<file path="src/pkg/sfcd_defines.vh">
/*
  constants for the serial flash command decoder: opcodes, geometry,
  status layout, reset values and timing counts.
  assumes a 20 MHz system clock and a 20-bit (1 MByte) array.
*/
`ifndef SFCD_DEFINES_VH
`define SFCD_DEFINES_VH

`define SFCD_OP_READ 8'h03
`define SFCD_OP_FAST_READ 8'h0B
`define SFCD_OP_SECTOR_ERASE 8'h20
`define SFCD_OP_BLOCK32_ERASE 8'h52
`define SFCD_OP_BLOCK64_ERASE 8'hD8
`define SFCD_OP_CHIP_ERASE_A 8'h60
`define SFCD_OP_CHIP_ERASE_B 8'hC7
`define SFCD_OP_BYTE_PROGRAM 8'h02
`define SFCD_OP_AUTO_INC 8'hAD
`define SFCD_OP_STATUS_READ 8'h05
`define SFCD_OP_WRITE_LATCH_SET 8'h06
`define SFCD_OP_WRITE_LATCH_CLR 8'h04
`define SFCD_OP_ID_READ_A 8'h90
`define SFCD_OP_ID_READ_B 8'hAB
`define SFCD_OP_BUSY_ON 8'h70
`define SFCD_OP_BUSY_OFF 8'h80

`define SFCD_ADDR_W 20
`define SFCD_TOP_ADDRESS_BIT 19
`define SFCD_SECTOR_LSB 12
`define SFCD_BLOCK32_LSB 15
`define SFCD_BLOCK64_LSB 16
`define SFCD_ERASED_BYTE 8'hFF

`define SFCD_ST_BUSY 0
`define SFCD_ST_WEL 1
`define SFCD_ST_AUTO_INC 6
`define SFCD_PROT_RESET 4'h7

`define SFCD_CLK_MHZ 20
`define SFCD_BYTE_PROGRAM_TIME_NS 7000
`define SFCD_BYTE_PROGRAM_CYCLES ((`SFCD_BYTE_PROGRAM_TIME_NS * `SFCD_CLK_MHZ + 999) / 1000)
`define SFCD_ERASE_TIME_US 18000
`define SFCD_ERASE_CYCLES (`SFCD_ERASE_TIME_US * `SFCD_CLK_MHZ)

`endif

</file>
<file path="src/core/sfcd_pin_sync.v">
/*
  two flip-flop synchroniser for the serial pins, plus edge detection
  done on the second and third stages, never on the first.
  assumes the pins are asynchronous to mclk_in.
*/
`default_nettype none
module sfcd_pin_sync (
  input wire mclk_in,
  input wire rst_in,
  input wire sck_in,
  input wire cs_n_in,
  input wire si_in,
  output reg sck_rise_out,
  output reg sck_fall_out,
  output reg cs_n_out,
  output reg cs_fall_out,
  output reg cs_rise_out,
  output reg si_out
);
  reg [2:0] meta_reg;
  reg [2:0] sync_reg;
  reg [2:0] hist_reg;
  always @(posedge mclk_in) begin
    if (rst_in) begin
      meta_reg <= 3'h2;
      sync_reg <= 3'h2;
      hist_reg <= 3'h2;
      sck_rise_out <= 1'b0;
      sck_fall_out <= 1'b0;
      cs_n_out <= 1'b1;
      cs_fall_out <= 1'b0;
      cs_rise_out <= 1'b0;
      si_out <= 1'b0;
    end else begin
      meta_reg <= {sck_in, cs_n_in, si_in};
      sync_reg <= meta_reg;
      // edges compare settled stages only, never the metastable first flop
      hist_reg <= sync_reg;
      sck_rise_out <= sync_reg[2] & ~hist_reg[2];
      sck_fall_out <= ~sync_reg[2] & hist_reg[2];
      cs_fall_out <= ~sync_reg[1] & hist_reg[1];
      cs_rise_out <= sync_reg[1] & ~hist_reg[1];
      cs_n_out <= sync_reg[1];
      si_out <= sync_reg[0];
    end
  end
endmodule // sfcd_pin_sync
`default_nettype wire

</file>
<file path="src/core/sfcd_decoder.v">
/*
  serial flash command decoder: samples the host pins, decodes opcode,
  address, dummy and data cycles, drives the serial output and issues
  memory read, program and erase requests to an array outside.
  assumes the array answers mem_rdata_in combinationally from
  mem_raddr_out within one mclk cycle, far faster than one bit.
*/
// What this block does
// - 03H plus three address bytes reads
// - 0BH adds one dummy byte before data
// - reads stream incrementing until chip select rises
// - read pointer wraps from top to zero
// - 20H erases sector chosen by bits 12+
// - 52H erases 32K block, bits 15+
// - D8H erases 64K block, bits 16+
// - 60H or C7H erases whole array
// - 02H, address, one data byte programs
// - program into protected region is ignored
// - program starts on chip select rise
// - busy stays set until operation ends
// - ADH, address, two bytes: even then odd
// - ADH without address continues next word
// - 05H repeats status byte until deselect
// - 90H/ABH ID read, bit 0 selects code
// - 70H/80H switch busy shown on output in ADH mode
// - every bus cycle is eight clocks
// - address bits above top are ignored
// - falling select frames, rising clock samples
// - early deselect aborts command in progress
// - write latch clears when write completes, except in ADH mode
`default_nettype none
`include "sfcd_defines.vh"
module sfcd_decoder #(
  parameter PROG_CYCLES = `SFCD_BYTE_PROGRAM_CYCLES,
  parameter ERASE_CYCLES = `SFCD_ERASE_CYCLES,
  parameter [7:0] MAKER_CODE = 8'hA5,
  parameter [7:0] PART_CODE = 8'h5A
) (
  input wire mclk_in,
  input wire rst_in,
  input wire sck_in,
  input wire cs_n_in,
  input wire si_in,
  input wire [3:0] protect_level_in,
  input wire [7:0] mem_rdata_in,
  output reg so_out,
  output reg so_oe_out,
  output reg [19:0] mem_raddr_out,
  output reg mem_wr_out,
  output reg [19:0] mem_waddr_out,
  output reg [7:0] mem_wdata_out,
  output reg mem_erase_out,
  output reg [19:0] mem_erase_base_out,
  output reg [19:0] mem_erase_size_out,
  output reg busy_out,
  output reg write_enable_latch_out,
  output reg auto_increment_program_out,
  output reg ready_busy_mode_out
);
  // maker and part codes are arbitrary neutral values
  localparam S_OPCODE = 3'h0;
  localparam S_ADDR = 3'h1;
  localparam S_DUMMY = 3'h2;
  localparam S_DATA = 3'h3;
  localparam S_OUT = 3'h4;
  localparam S_IGNORE = 3'h5;

  localparam K_NONE = 3'h0;
  localparam K_READ = 3'h1;
  localparam K_PROG = 3'h2;
  localparam K_AUTO = 3'h3;
  localparam K_ERASE = 3'h4;
  localparam K_STATUS = 3'h5;
  localparam K_ID = 3'h6;

  wire sck_rise;
  wire sck_fall;
  wire cs_n;
  wire cs_fall;
  wire cs_rise;
  wire si;

  reg [2:0] state_reg;
  reg [2:0] kind_reg;
  reg [2:0] bit_reg;
  reg [1:0] byte_reg;
  reg [7:0] shift_reg;
  reg [23:0] addr_reg;
  reg [7:0] data0_reg;
  reg [7:0] data1_reg;
  reg [1:0] data_cnt_reg;
  reg [7:0] opcode_reg;
  reg [7:0] out_reg;
  reg [31:0] timer_reg;
  reg [19:0] auto_addr_reg;
  reg auto_second_reg;
  reg [19:0] erase_base_reg;
  reg [19:0] erase_size_reg;
  reg erase_pend_reg;
  reg out_load_reg;

  wire [7:0] rx_byte = {shift_reg[6:0], si};
  wire byte_done = sck_rise && (bit_reg == 3'h7) && !cs_n;
  wire [7:0] status_byte = {1'b0, auto_increment_program_out, 2'h0,
    protect_level_in[1:0], write_enable_latch_out, busy_out};

  // lowest protected address for a protection level
  function [20:0] prot_floor;
    input [3:0] lvl;
    begin
      case (lvl[2:0])
        3'h0: prot_floor = 21'h100000;
        3'h1: prot_floor = 21'h0F0000;
        3'h2: prot_floor = 21'h0E0000;
        3'h3: prot_floor = 21'h0C0000;
        3'h4: prot_floor = 21'h080000;
        default: prot_floor = 21'h000000;
      endcase
    end
  endfunction

  function is_protected;
    input [19:0] a;
    input [3:0] lvl;
    begin
      is_protected = ({1'b0, a} >= prot_floor(lvl));
    end
  endfunction

  sfcd_pin_sync u_sync (
    .mclk_in(mclk_in),
    .rst_in(rst_in),
    .sck_in(sck_in),
    .cs_n_in(cs_n_in),
    .si_in(si_in),
    .sck_rise_out(sck_rise),
    .sck_fall_out(sck_fall),
    .cs_n_out(cs_n),
    .cs_fall_out(cs_fall),
    .cs_rise_out(cs_rise),
    .si_out(si)
  );

  // address currently used by streamed output
  // top bits dropped
  wire [19:0] addr20 = addr_reg[`SFCD_TOP_ADDRESS_BIT:0];

  always @(posedge mclk_in) begin
    if (rst_in) begin
      state_reg <= S_OPCODE;
      kind_reg <= K_NONE;
      bit_reg <= 3'h0;
      byte_reg <= 2'h0;
      shift_reg <= 8'h00;
      addr_reg <= 24'h000000;
      data0_reg <= 8'h00;
      data1_reg <= 8'h00;
      data_cnt_reg <= 2'h0;
      opcode_reg <= 8'h00;
      out_reg <= 8'h00;
      out_load_reg <= 1'b0;
      timer_reg <= 32'h00000000;
      auto_addr_reg <= 20'h00000;
      auto_second_reg <= 1'b0;
      erase_base_reg <= 20'h00000;
      erase_size_reg <= 20'h00000;
      erase_pend_reg <= 1'b0;
      so_out <= 1'b0;
      so_oe_out <= 1'b0;
      mem_raddr_out <= 20'h00000;
      mem_wr_out <= 1'b0;
      mem_waddr_out <= 20'h00000;
      mem_wdata_out <= 8'h00;
      mem_erase_out <= 1'b0;
      mem_erase_base_out <= 20'h00000;
      mem_erase_size_out <= 20'h00000;
      busy_out <= 1'b0;
      write_enable_latch_out <= 1'b0;
      auto_increment_program_out <= 1'b0;
      ready_busy_mode_out <= 1'b0;
    end else begin
      mem_wr_out <= 1'b0;
      mem_erase_out <= 1'b0;
      out_load_reg <= 1'b0;
      if (busy_out) begin
        if (timer_reg <= 32'h00000001) begin
          busy_out <= 1'b0;
          if (!auto_increment_program_out) begin
            write_enable_latch_out <= 1'b0;
          end
          if (erase_pend_reg) begin
            erase_pend_reg <= 1'b0;
          end
        end else begin
          timer_reg <= timer_reg - 32'h00000001;
        end
      end
      if (cs_fall) begin
        state_reg <= S_OPCODE;
        kind_reg <= K_NONE;
        bit_reg <= 3'h0;
        byte_reg <= 2'h0;
        data_cnt_reg <= 2'h0;
        if (ready_busy_mode_out && auto_increment_program_out) begin
          so_oe_out <= 1'b1;
          so_out <= ~busy_out;
        end
      end else if (cs_rise) begin
        so_oe_out <= 1'b0;
        if (bit_reg == 3'h0 && !busy_out && write_enable_latch_out) begin
          if (kind_reg == K_PROG && data_cnt_reg == 2'h1) begin
            if (!is_protected(addr20, protect_level_in)) begin
              mem_wr_out <= 1'b1;
              mem_waddr_out <= addr20;
              mem_wdata_out <= data0_reg;
              busy_out <= 1'b1;
              timer_reg <= PROG_CYCLES;
            end
          end else if (kind_reg == K_AUTO && data_cnt_reg == 2'h2) begin
            if (!is_protected(auto_addr_reg, protect_level_in)) begin
              mem_wr_out <= 1'b1;
              mem_waddr_out <= {auto_addr_reg[19:1], 1'b0};
              mem_wdata_out <= data0_reg;
              auto_second_reg <= 1'b1;
              auto_increment_program_out <= 1'b1;
              busy_out <= 1'b1;
              timer_reg <= PROG_CYCLES;
            end
          end else if (kind_reg == K_ERASE && state_reg == S_IGNORE) begin
            if (erase_size_reg == 20'h00000 ? protect_level_in[2:0] == 3'h0
                : !is_protected(erase_base_reg, protect_level_in)) begin
              mem_erase_out <= 1'b1;
              mem_erase_base_out <= erase_base_reg;
              mem_erase_size_out <= erase_size_reg;
              erase_pend_reg <= 1'b1;
              busy_out <= 1'b1;
              timer_reg <= ERASE_CYCLES;
            end
          end
        end
        state_reg <= S_OPCODE;
        kind_reg <= K_NONE;
        bit_reg <= 3'h0;
      end else begin
        if (auto_second_reg) begin
          auto_second_reg <= 1'b0;
          mem_wr_out <= 1'b1;
          mem_waddr_out <= {auto_addr_reg[19:1], 1'b1};
          mem_wdata_out <= data1_reg;
          auto_addr_reg <= {auto_addr_reg[19:1] + 19'h00001, 1'b0};
        end
        if (out_load_reg) begin
          if (kind_reg == K_ID) begin
            out_reg <= addr_reg[0] ? PART_CODE : MAKER_CODE;
          end else if (kind_reg == K_STATUS) begin
            out_reg <= status_byte;
          end else begin
            out_reg <= mem_rdata_in;
            addr_reg <= {4'h0, addr20 + 20'h00001};
          end
        end
        if (sck_fall && state_reg == S_OUT) begin
          so_oe_out <= 1'b1;
          so_out <= out_reg[7];
          out_reg <= {out_reg[6:0], 1'b0};
        end
        if (sck_rise && !cs_n) begin
          bit_reg <= bit_reg + 3'h1;
          shift_reg <= rx_byte;
        end
        if (byte_done) begin
          case (state_reg)
            S_OPCODE: begin
              opcode_reg <= rx_byte;
              byte_reg <= 2'h0;
              if (busy_out && rx_byte != `SFCD_OP_STATUS_READ) begin
                state_reg <= S_IGNORE;
              end else begin
                case (rx_byte)
                  `SFCD_OP_READ: begin
                    kind_reg <= K_READ;
                    state_reg <= S_ADDR;
                  end
                  `SFCD_OP_FAST_READ: begin
                    kind_reg <= K_READ;
                    state_reg <= S_ADDR;
                  end
                  `SFCD_OP_SECTOR_ERASE, `SFCD_OP_BLOCK32_ERASE,
                  `SFCD_OP_BLOCK64_ERASE: begin
                    kind_reg <= K_ERASE;
                    state_reg <= S_ADDR;
                  end
                  `SFCD_OP_CHIP_ERASE_A, `SFCD_OP_CHIP_ERASE_B: begin
                    kind_reg <= K_ERASE;
                    erase_base_reg <= 20'h00000;
                    erase_size_reg <= 20'h00000;
                    state_reg <= S_IGNORE;
                  end
                  `SFCD_OP_BYTE_PROGRAM: begin
                    kind_reg <= K_PROG;
                    state_reg <= S_ADDR;
                  end
                  `SFCD_OP_AUTO_INC: begin
                    kind_reg <= K_AUTO;
                    state_reg <= auto_increment_program_out ? S_DATA : S_ADDR;
                  end
                  `SFCD_OP_STATUS_READ: begin
                    kind_reg <= K_STATUS;
                    state_reg <= S_OUT;
                    out_load_reg <= 1'b1;
                  end
                  `SFCD_OP_ID_READ_A, `SFCD_OP_ID_READ_B: begin
                    kind_reg <= K_ID;
                    state_reg <= S_ADDR;
                  end
                  `SFCD_OP_WRITE_LATCH_SET: begin
                    write_enable_latch_out <= 1'b1;
                    state_reg <= S_IGNORE;
                  end
                  `SFCD_OP_WRITE_LATCH_CLR: begin
                    write_enable_latch_out <= 1'b0;
                    auto_increment_program_out <= 1'b0;
                    state_reg <= S_IGNORE;
                  end
                  `SFCD_OP_BUSY_ON: begin
                    ready_busy_mode_out <= 1'b1;
                    state_reg <= S_IGNORE;
                  end
                  `SFCD_OP_BUSY_OFF: begin
                    ready_busy_mode_out <= 1'b0;
                    state_reg <= S_IGNORE;
                  end
                  default: begin
                    kind_reg <= K_NONE;
                    state_reg <= S_IGNORE;
                  end
                endcase
              end
            end
            S_ADDR: begin
              addr_reg <= {addr_reg[15:0], rx_byte};
              byte_reg <= byte_reg + 2'h1;
              if (byte_reg == 2'h2) begin
                byte_reg <= 2'h0;
                if (kind_reg == K_READ && opcode_reg == `SFCD_OP_FAST_READ) begin
                  state_reg <= S_DUMMY;
                end else if (kind_reg == K_READ || kind_reg == K_ID) begin
                  state_reg <= S_OUT;
                  out_load_reg <= 1'b1;
                  mem_raddr_out <= {addr_reg[11:0], rx_byte};
                end else if (kind_reg == K_ERASE) begin
                  state_reg <= S_IGNORE;
                  case (opcode_reg)
                    `SFCD_OP_SECTOR_ERASE: begin
                      erase_base_reg <= {addr_reg[11:4], 12'h000};
                      erase_size_reg <= 20'h01000;
                    end
                    `SFCD_OP_BLOCK32_ERASE: begin
                      erase_base_reg <= {addr_reg[11:7], 15'h0000};
                      erase_size_reg <= 20'h08000;
                    end
                    default: begin
                      erase_base_reg <= {addr_reg[11:8], 16'h0000};
                      erase_size_reg <= 20'h10000;
                    end
                  endcase
                end else begin
                  state_reg <= S_DATA;
                  auto_addr_reg <= {addr_reg[11:0], rx_byte};
                end
              end
            end
            S_DUMMY: begin
              state_reg <= S_OUT;
              out_load_reg <= 1'b1;
              mem_raddr_out <= addr20;
            end
            S_DATA: begin
              if (data_cnt_reg == 2'h0) begin
                data0_reg <= rx_byte;
              end else begin
                data1_reg <= rx_byte;
              end
              if (data_cnt_reg != 2'h3) begin
                data_cnt_reg <= data_cnt_reg + 2'h1;
              end
            end
            S_OUT: begin
              out_load_reg <= 1'b1;
              mem_raddr_out <= addr20;
            end
            default: begin
              state_reg <= S_IGNORE;
            end
          endcase
        end
      end
    end
  end
endmodule // sfcd_decoder
`default_nettype wire

</file>
<file path="config.mk">
export PLATFORM = sky130hd
export DESIGN_NAME = sfcd_decoder
export DESIGN_NICKNAME = d
export VERILOG_FILES = /design/src/core/sfcd_pin_sync.v /design/src/core/sfcd_decoder.v
export VERILOG_INCLUDE_DIRS = /design/src /design/src/pkg
export SDC_FILE = /design/constraint.sdc
export NUM_CORES = 1
export LEC_CHECK = 0
export BUFFER_PORTS_ARGS = -buffer_cell sky130_fd_sc_hd__buf_2
export CAP_MARGIN = 10
export CORE_MARGIN = 10
export CORE_UTILIZATION = 37
export CTS_BUF_LIST = sky130_fd_sc_hd__clkbuf_4 sky130_fd_sc_hd__clkbuf_8
export DETAILED_ROUTE_END_ITERATION = 16
export GPL_TIMING_DRIVEN = 0
export PLACE_DENSITY = 0.51
export SLEW_MARGIN = 40
export SYNTH_ARGS = -nofsm -noshare
export SYNTH_HDL_FRONTEND = slang
export SYNTH_SLANG_ARGS = --single-unit
</file>
<file path="constraint.sdc">
create_clock -name mclk_in -period 5.85 [get_ports mclk_in]
set_input_delay 0.2925 -clock mclk_in [delete_from_list [all_inputs] [get_ports mclk_in]]
set_output_delay 0.2925 -clock mclk_in [all_outputs]
set_load 0.03 [all_outputs]
</file>
==> summary by stage <==
Run status
The flow ran to the end, and the final reports show no timing, DRC or antenna violations.

Worst hold path
The end of the worst hold path is out_reg[5]$_SDFFE_PP0P_. The cell depth of the worst min-delay path is 5. The start point of the worst hold path is mem_rdata_in[5]. The worst hold-check path type is in -> reg.

Logic synthesis
The part of the Yosys area used for sequential elements is 39.0%. In the synthesized netlist, the number of instances is about 1400. The synthesized area per cell is 8.08 µm².

The total of warnings raised by yosys is 0. The commonest register cell after synthesis is sky130_fd_sc_hd__dfxtp_1. The unique cell type count in the Yosys netlist is between 80 and 90. The number of enable-type register cells in the synthesized netlist is 0. The area of the mapped netlist is ~0.011 mm². Synthesis inferred between 200 and 250 register bits.

Counting flops with an async set or reset pin after synthesis yields a share of 0%.

Setup path
The critical setup path kind is reg -> reg. The setup check on the worst reg-to-reg path leaves a slack of approximately 2.4 ns. Data on the critical path is required at its endpoint by approximately 6.2 ns. STA puts the critical path data arrival time at between 3 and 4 ns. Along the worst path, the maximum fanout reaches 10. The worst register-to-register path has a depth of 10. The worst setup path is launched from a flip-flop. In this run the worst setup path begins at addr_reg[0]$_SDFFE_PP0P_. The endpoint identified for the worst register-to-register timing path is mem_wdata_out[2]$_SDFFE_PP0P_. The startpoint of the most critical register-to-register path is addr_reg[0]$_SDFFE_PP0P_. STA classifies the critical path endpoint as a flip-flop.

STA
The clock arrives with between 0.02 and 0.03 ns of skew. At the pin with the least slew margin, the transition time is approximately 0.86 ns. Setup violations remaining at the end of the flow were counted as 0. The worst slew margin relative to its limit is a little over two fifths. The final-report max-slew violation count is 0. Of the available clock period, the critical path in the final layout requires 59.0%. The final hold violation count is 0.

The setup total negative slack is 0 ns. Setup repair after global routing left no endpoint under its margin. Based on the critical path, the design can be clocked at up to a little under 300 MHz. The worst hold-check slack is about 0.2 ns. For the finished layout, the period the worst path requires is 3.45 ns.

Clocking
At the later pin of the worst-skew pair, clock insertion delay measures about 0.55 ns. The root cell of the clock tree is sky130_fd_sc_hd__clkbuf_8. TritonCTS created around 40 clock buffers. The H-tree depth reported by CTS is 2. The clock tree from TritonCTS is yes. The clock transition at the register clock pins on the worst setup and hold paths after CTS is around 0.06 ns. The deepest clock path buffer count is 3. The clock net in this run drives a total of 217 sinks.

Placed design
The count of buffers added on input and output ports is 82. Detailed placement ended at an HPWL of 31.1 mm. The total instance count after detailed placement is ~1900. The routability-driven placement congestion ratio is slightly above 0.9. The standard cell area after detailed placement is about 0.012 mm².

Die
The floorplan step defined a core boundary enclosing approximately 0.030 mm². The number of rows in the core area is 63. The overall die width is a little under 200 µm. The overall die area is around 0.037 mm². Pin placement for this block handled about 110 I/O pins. Once the floorplan was initialized, standard cells occupied around 38% of the core. From bottom edge to top edge, the die measures just under 200 µm.

Pwr
The clock share of power is a little under half. The total internal power is roughly 2.4 mW. The sequential fraction of design power is a little under half. Across the VDD grid, the largest voltage drop is around 0.14 mV. The design draws between 3 and 4 mW. The analysis attributes to cell leakage a power of roughly 5.0 nW. Per report_power, the combinational group accounts for ~5.7% of the total.

The switching power as a share of total power is around 25%. Dividing total power by cell area gives a power density of 247 mW/mm². The reported net switching power is between 0.8 and 0.9 mW.

Global route
The global-route wire length before repair is approximately 65 mm. In the global route stage, overall resource usage came out at 21.7%. The via count of the first global-routing pass is 10800.

Entering global routing, the biggest net connects 11 pins. The number of antenna violations at the first check in global routing came to 0. The total grt overflow is 0.

Routing
The number of remaining DRC errors is 0. Summing over every cut layer, the via total after detailed routing is 11000. The detailed router finished its first iteration with ~770 violations. Summed over all layers, the routed wires come to about 43 mm.

In the final routed layout, each cell accounts on average for roughly 22 µm. The number of nets still failing antenna checks after routing is 0. Using the TritonRoute via totals, the vias-per-cell ratio works out to around 5.6. The number of iterations in the first detailed-routing pass is 5.

Final layout
The layout net count is between 1500 and 2000. The post-synthesis to final-layout area growth is 17.1%. The top cell types in the final layout, fill and taps aside, are 217 x sky130_fd_sc_hd__dfxtp_1, 165 x sky130_fd_sc_hd__nor2_1, 141 x sky130_fd_sc_hd__a21oi_1.

0 antenna diodes ended up in the layout. The filler-free cell count of the finished design is 1954. The flip-flop count of the largest register after layout is 32. Of the cells placed in the final design, the portion with a size suffix greater than 1 is 15.5%.

The cell area after layout is 0.0131 mm². The library cell used most frequently in the layout, excluding fill and tap cells, is sky130_fd_sc_hd__dfxtp_1.

Run
The max-capacitance violation count is 0.
worst max path at each step:
stage | end | cells past startpoint
2_1_floorplan | mem_waddr_out[10]$_SDFFE_PP0P_ | 10
3_3_place_gp | mem_wdata_out[5]$_SDFFE_PP0P_ | 10
3_5_place_dp | mem_wdata_out[5]$_SDFFE_PP0P_ | 10
4_1_cts | mem_wdata_out[5]$_SDFFE_PP0P_ | 10
5_1_grt | mem_waddr_out[15]$_SDFFE_PP0P_ | 10
6_report | mem_wdata_out[2]$_SDFFE_PP0P_ | 10
cell type report:
cell class,instances,area [µm²]
inverter,43,161
sequential,217,4340
buffer,122,591
timing repair buffer,86,448
clock inverter,5,30.0
clock buffer,66,808
fill,3068,16700
multi-input combinational,1025,6180
tap,390,488
logic make-up (layout without fill, tap and decap cells):
family | count (synthesis) | in the layout | share of synthesized area, %
other | 1 | 29 | 0.0336
adders and majority gates | 24 | 24 | 2.69
buffers and inverters | 165 | 322 | 6.68
muxes | 28 | 28 | 2.53
and+or+nand+nor | 540 | 540 | 24.5
DFF | 217 | 217 | 39.0
xor gates and xnor gates | 22 | 22 | 1.73
AOI/OAI and AO/OA | 382 | 382 | 22.9
worst max-delay path, stage by stage, from the launching register on:
cell                       delay [ns]
sky130_fd_sc_hd__dfxtp_1         0.35
sky130_fd_sc_hd__clkbuf_1        0.60
sky130_fd_sc_hd__inv_1           0.30
sky130_fd_sc_hd__ha_1            0.30
sky130_fd_sc_hd__nor4b_1         0.15
sky130_fd_sc_hd__and4_1          0.22
sky130_fd_sc_hd__o21ai_1         0.20
sky130_fd_sc_hd__o211ai_1        0.14
sky130_fd_sc_hd__nand2_1         0.41
sky130_fd_sc_hd__clkbuf_1        0.43
sky130_fd_sc_hd__a221oi_1        0.17
per-stage QoR:
step / util, % / worst slack (ns)
2_1_floorplan: - / 3.39
3_3_place_gp: 40.9 / 2.47
3_5_place_dp: 41.0 / 2.49
4_1_cts: 43.9 / 2.48
5_1_grt: 43.9 / 2.20
6_report: 43.9 / 2.40
power by group through the flow:
stage          Clock, mW  Sequential (mW)  Combinational (mW)
2_1_floorplan          0             1.54               0.111
3_3_place_gp           0             1.53               0.179
3_5_place_dp           0             1.53               0.180
4_1_cts             1.57             1.49               0.182
5_1_grt             1.64             1.50               0.199
6_report            1.54             1.50               0.185
synthesized netlist by cell type (9+ instances only):
master / count / area [µm²]
sky130_fd_sc_hd__a21o_1: 12 / 90.1
sky130_fd_sc_hd__nor2b_1: 21 / 131
sky130_fd_sc_hd__o21ai_0: 61 / 305
sky130_fd_sc_hd__and2_1: 12 / 75.1
sky130_fd_sc_hd__buf_4: 29 / 218
sky130_fd_sc_hd__nor3_1: 40 / 200
sky130_fd_sc_hd__clkbuf_1: 79 / 297
sky130_fd_sc_hd__inv_1: 42 / 158
sky130_fd_sc_hd__nand4_1: 13 / 81.3
sky130_fd_sc_hd__xnor2_1: 9 / 78.8
sky130_fd_sc_hd__mux2i_1: 27 / 270
sky130_fd_sc_hd__or3_1: 14 / 87.6
sky130_fd_sc_hd__o221a_2: 20 / 225
sky130_fd_sc_hd__a21oi_1: 141 / 706
sky130_fd_sc_hd__dfxtp_1: 217 / 4340
sky130_fd_sc_hd__nor4_1: 24 / 150
sky130_fd_sc_hd__and3_1: 12 / 75.1
sky130_fd_sc_hd__a22o_1: 12 / 105
sky130_fd_sc_hd__nand2_1: 129 / 484
sky130_fd_sc_hd__nor3b_1: 10 / 75.1
sky130_fd_sc_hd__nand3_1: 34 / 170
sky130_fd_sc_hd__ha_1: 24 / 300
sky130_fd_sc_hd__nor2_1: 167 / 627
sky130_fd_sc_hd__xor2_1: 13 / 114
sky130_fd_sc_hd__a221oi_1: 33 / 289
what timing repair did:
| item | CTS | global route |
|---|---|---|
| gates resized for setup | 0 | 0 |
| setup buffers | 0 | 0 |
| hold endpoints to repair | 3 | 0 |
| hold buffers | 3 | 0 |
routing by layer:
layer	GRT usage (%)	wire [µm]	part of all wire (%)
met3	6.10	3870	9.1
met5	0	0	0
met2	31.8	17700	42
met1	29.7	19600	46
met4	7.95	1410	3.3
Power figures use the tool's default switching activity.
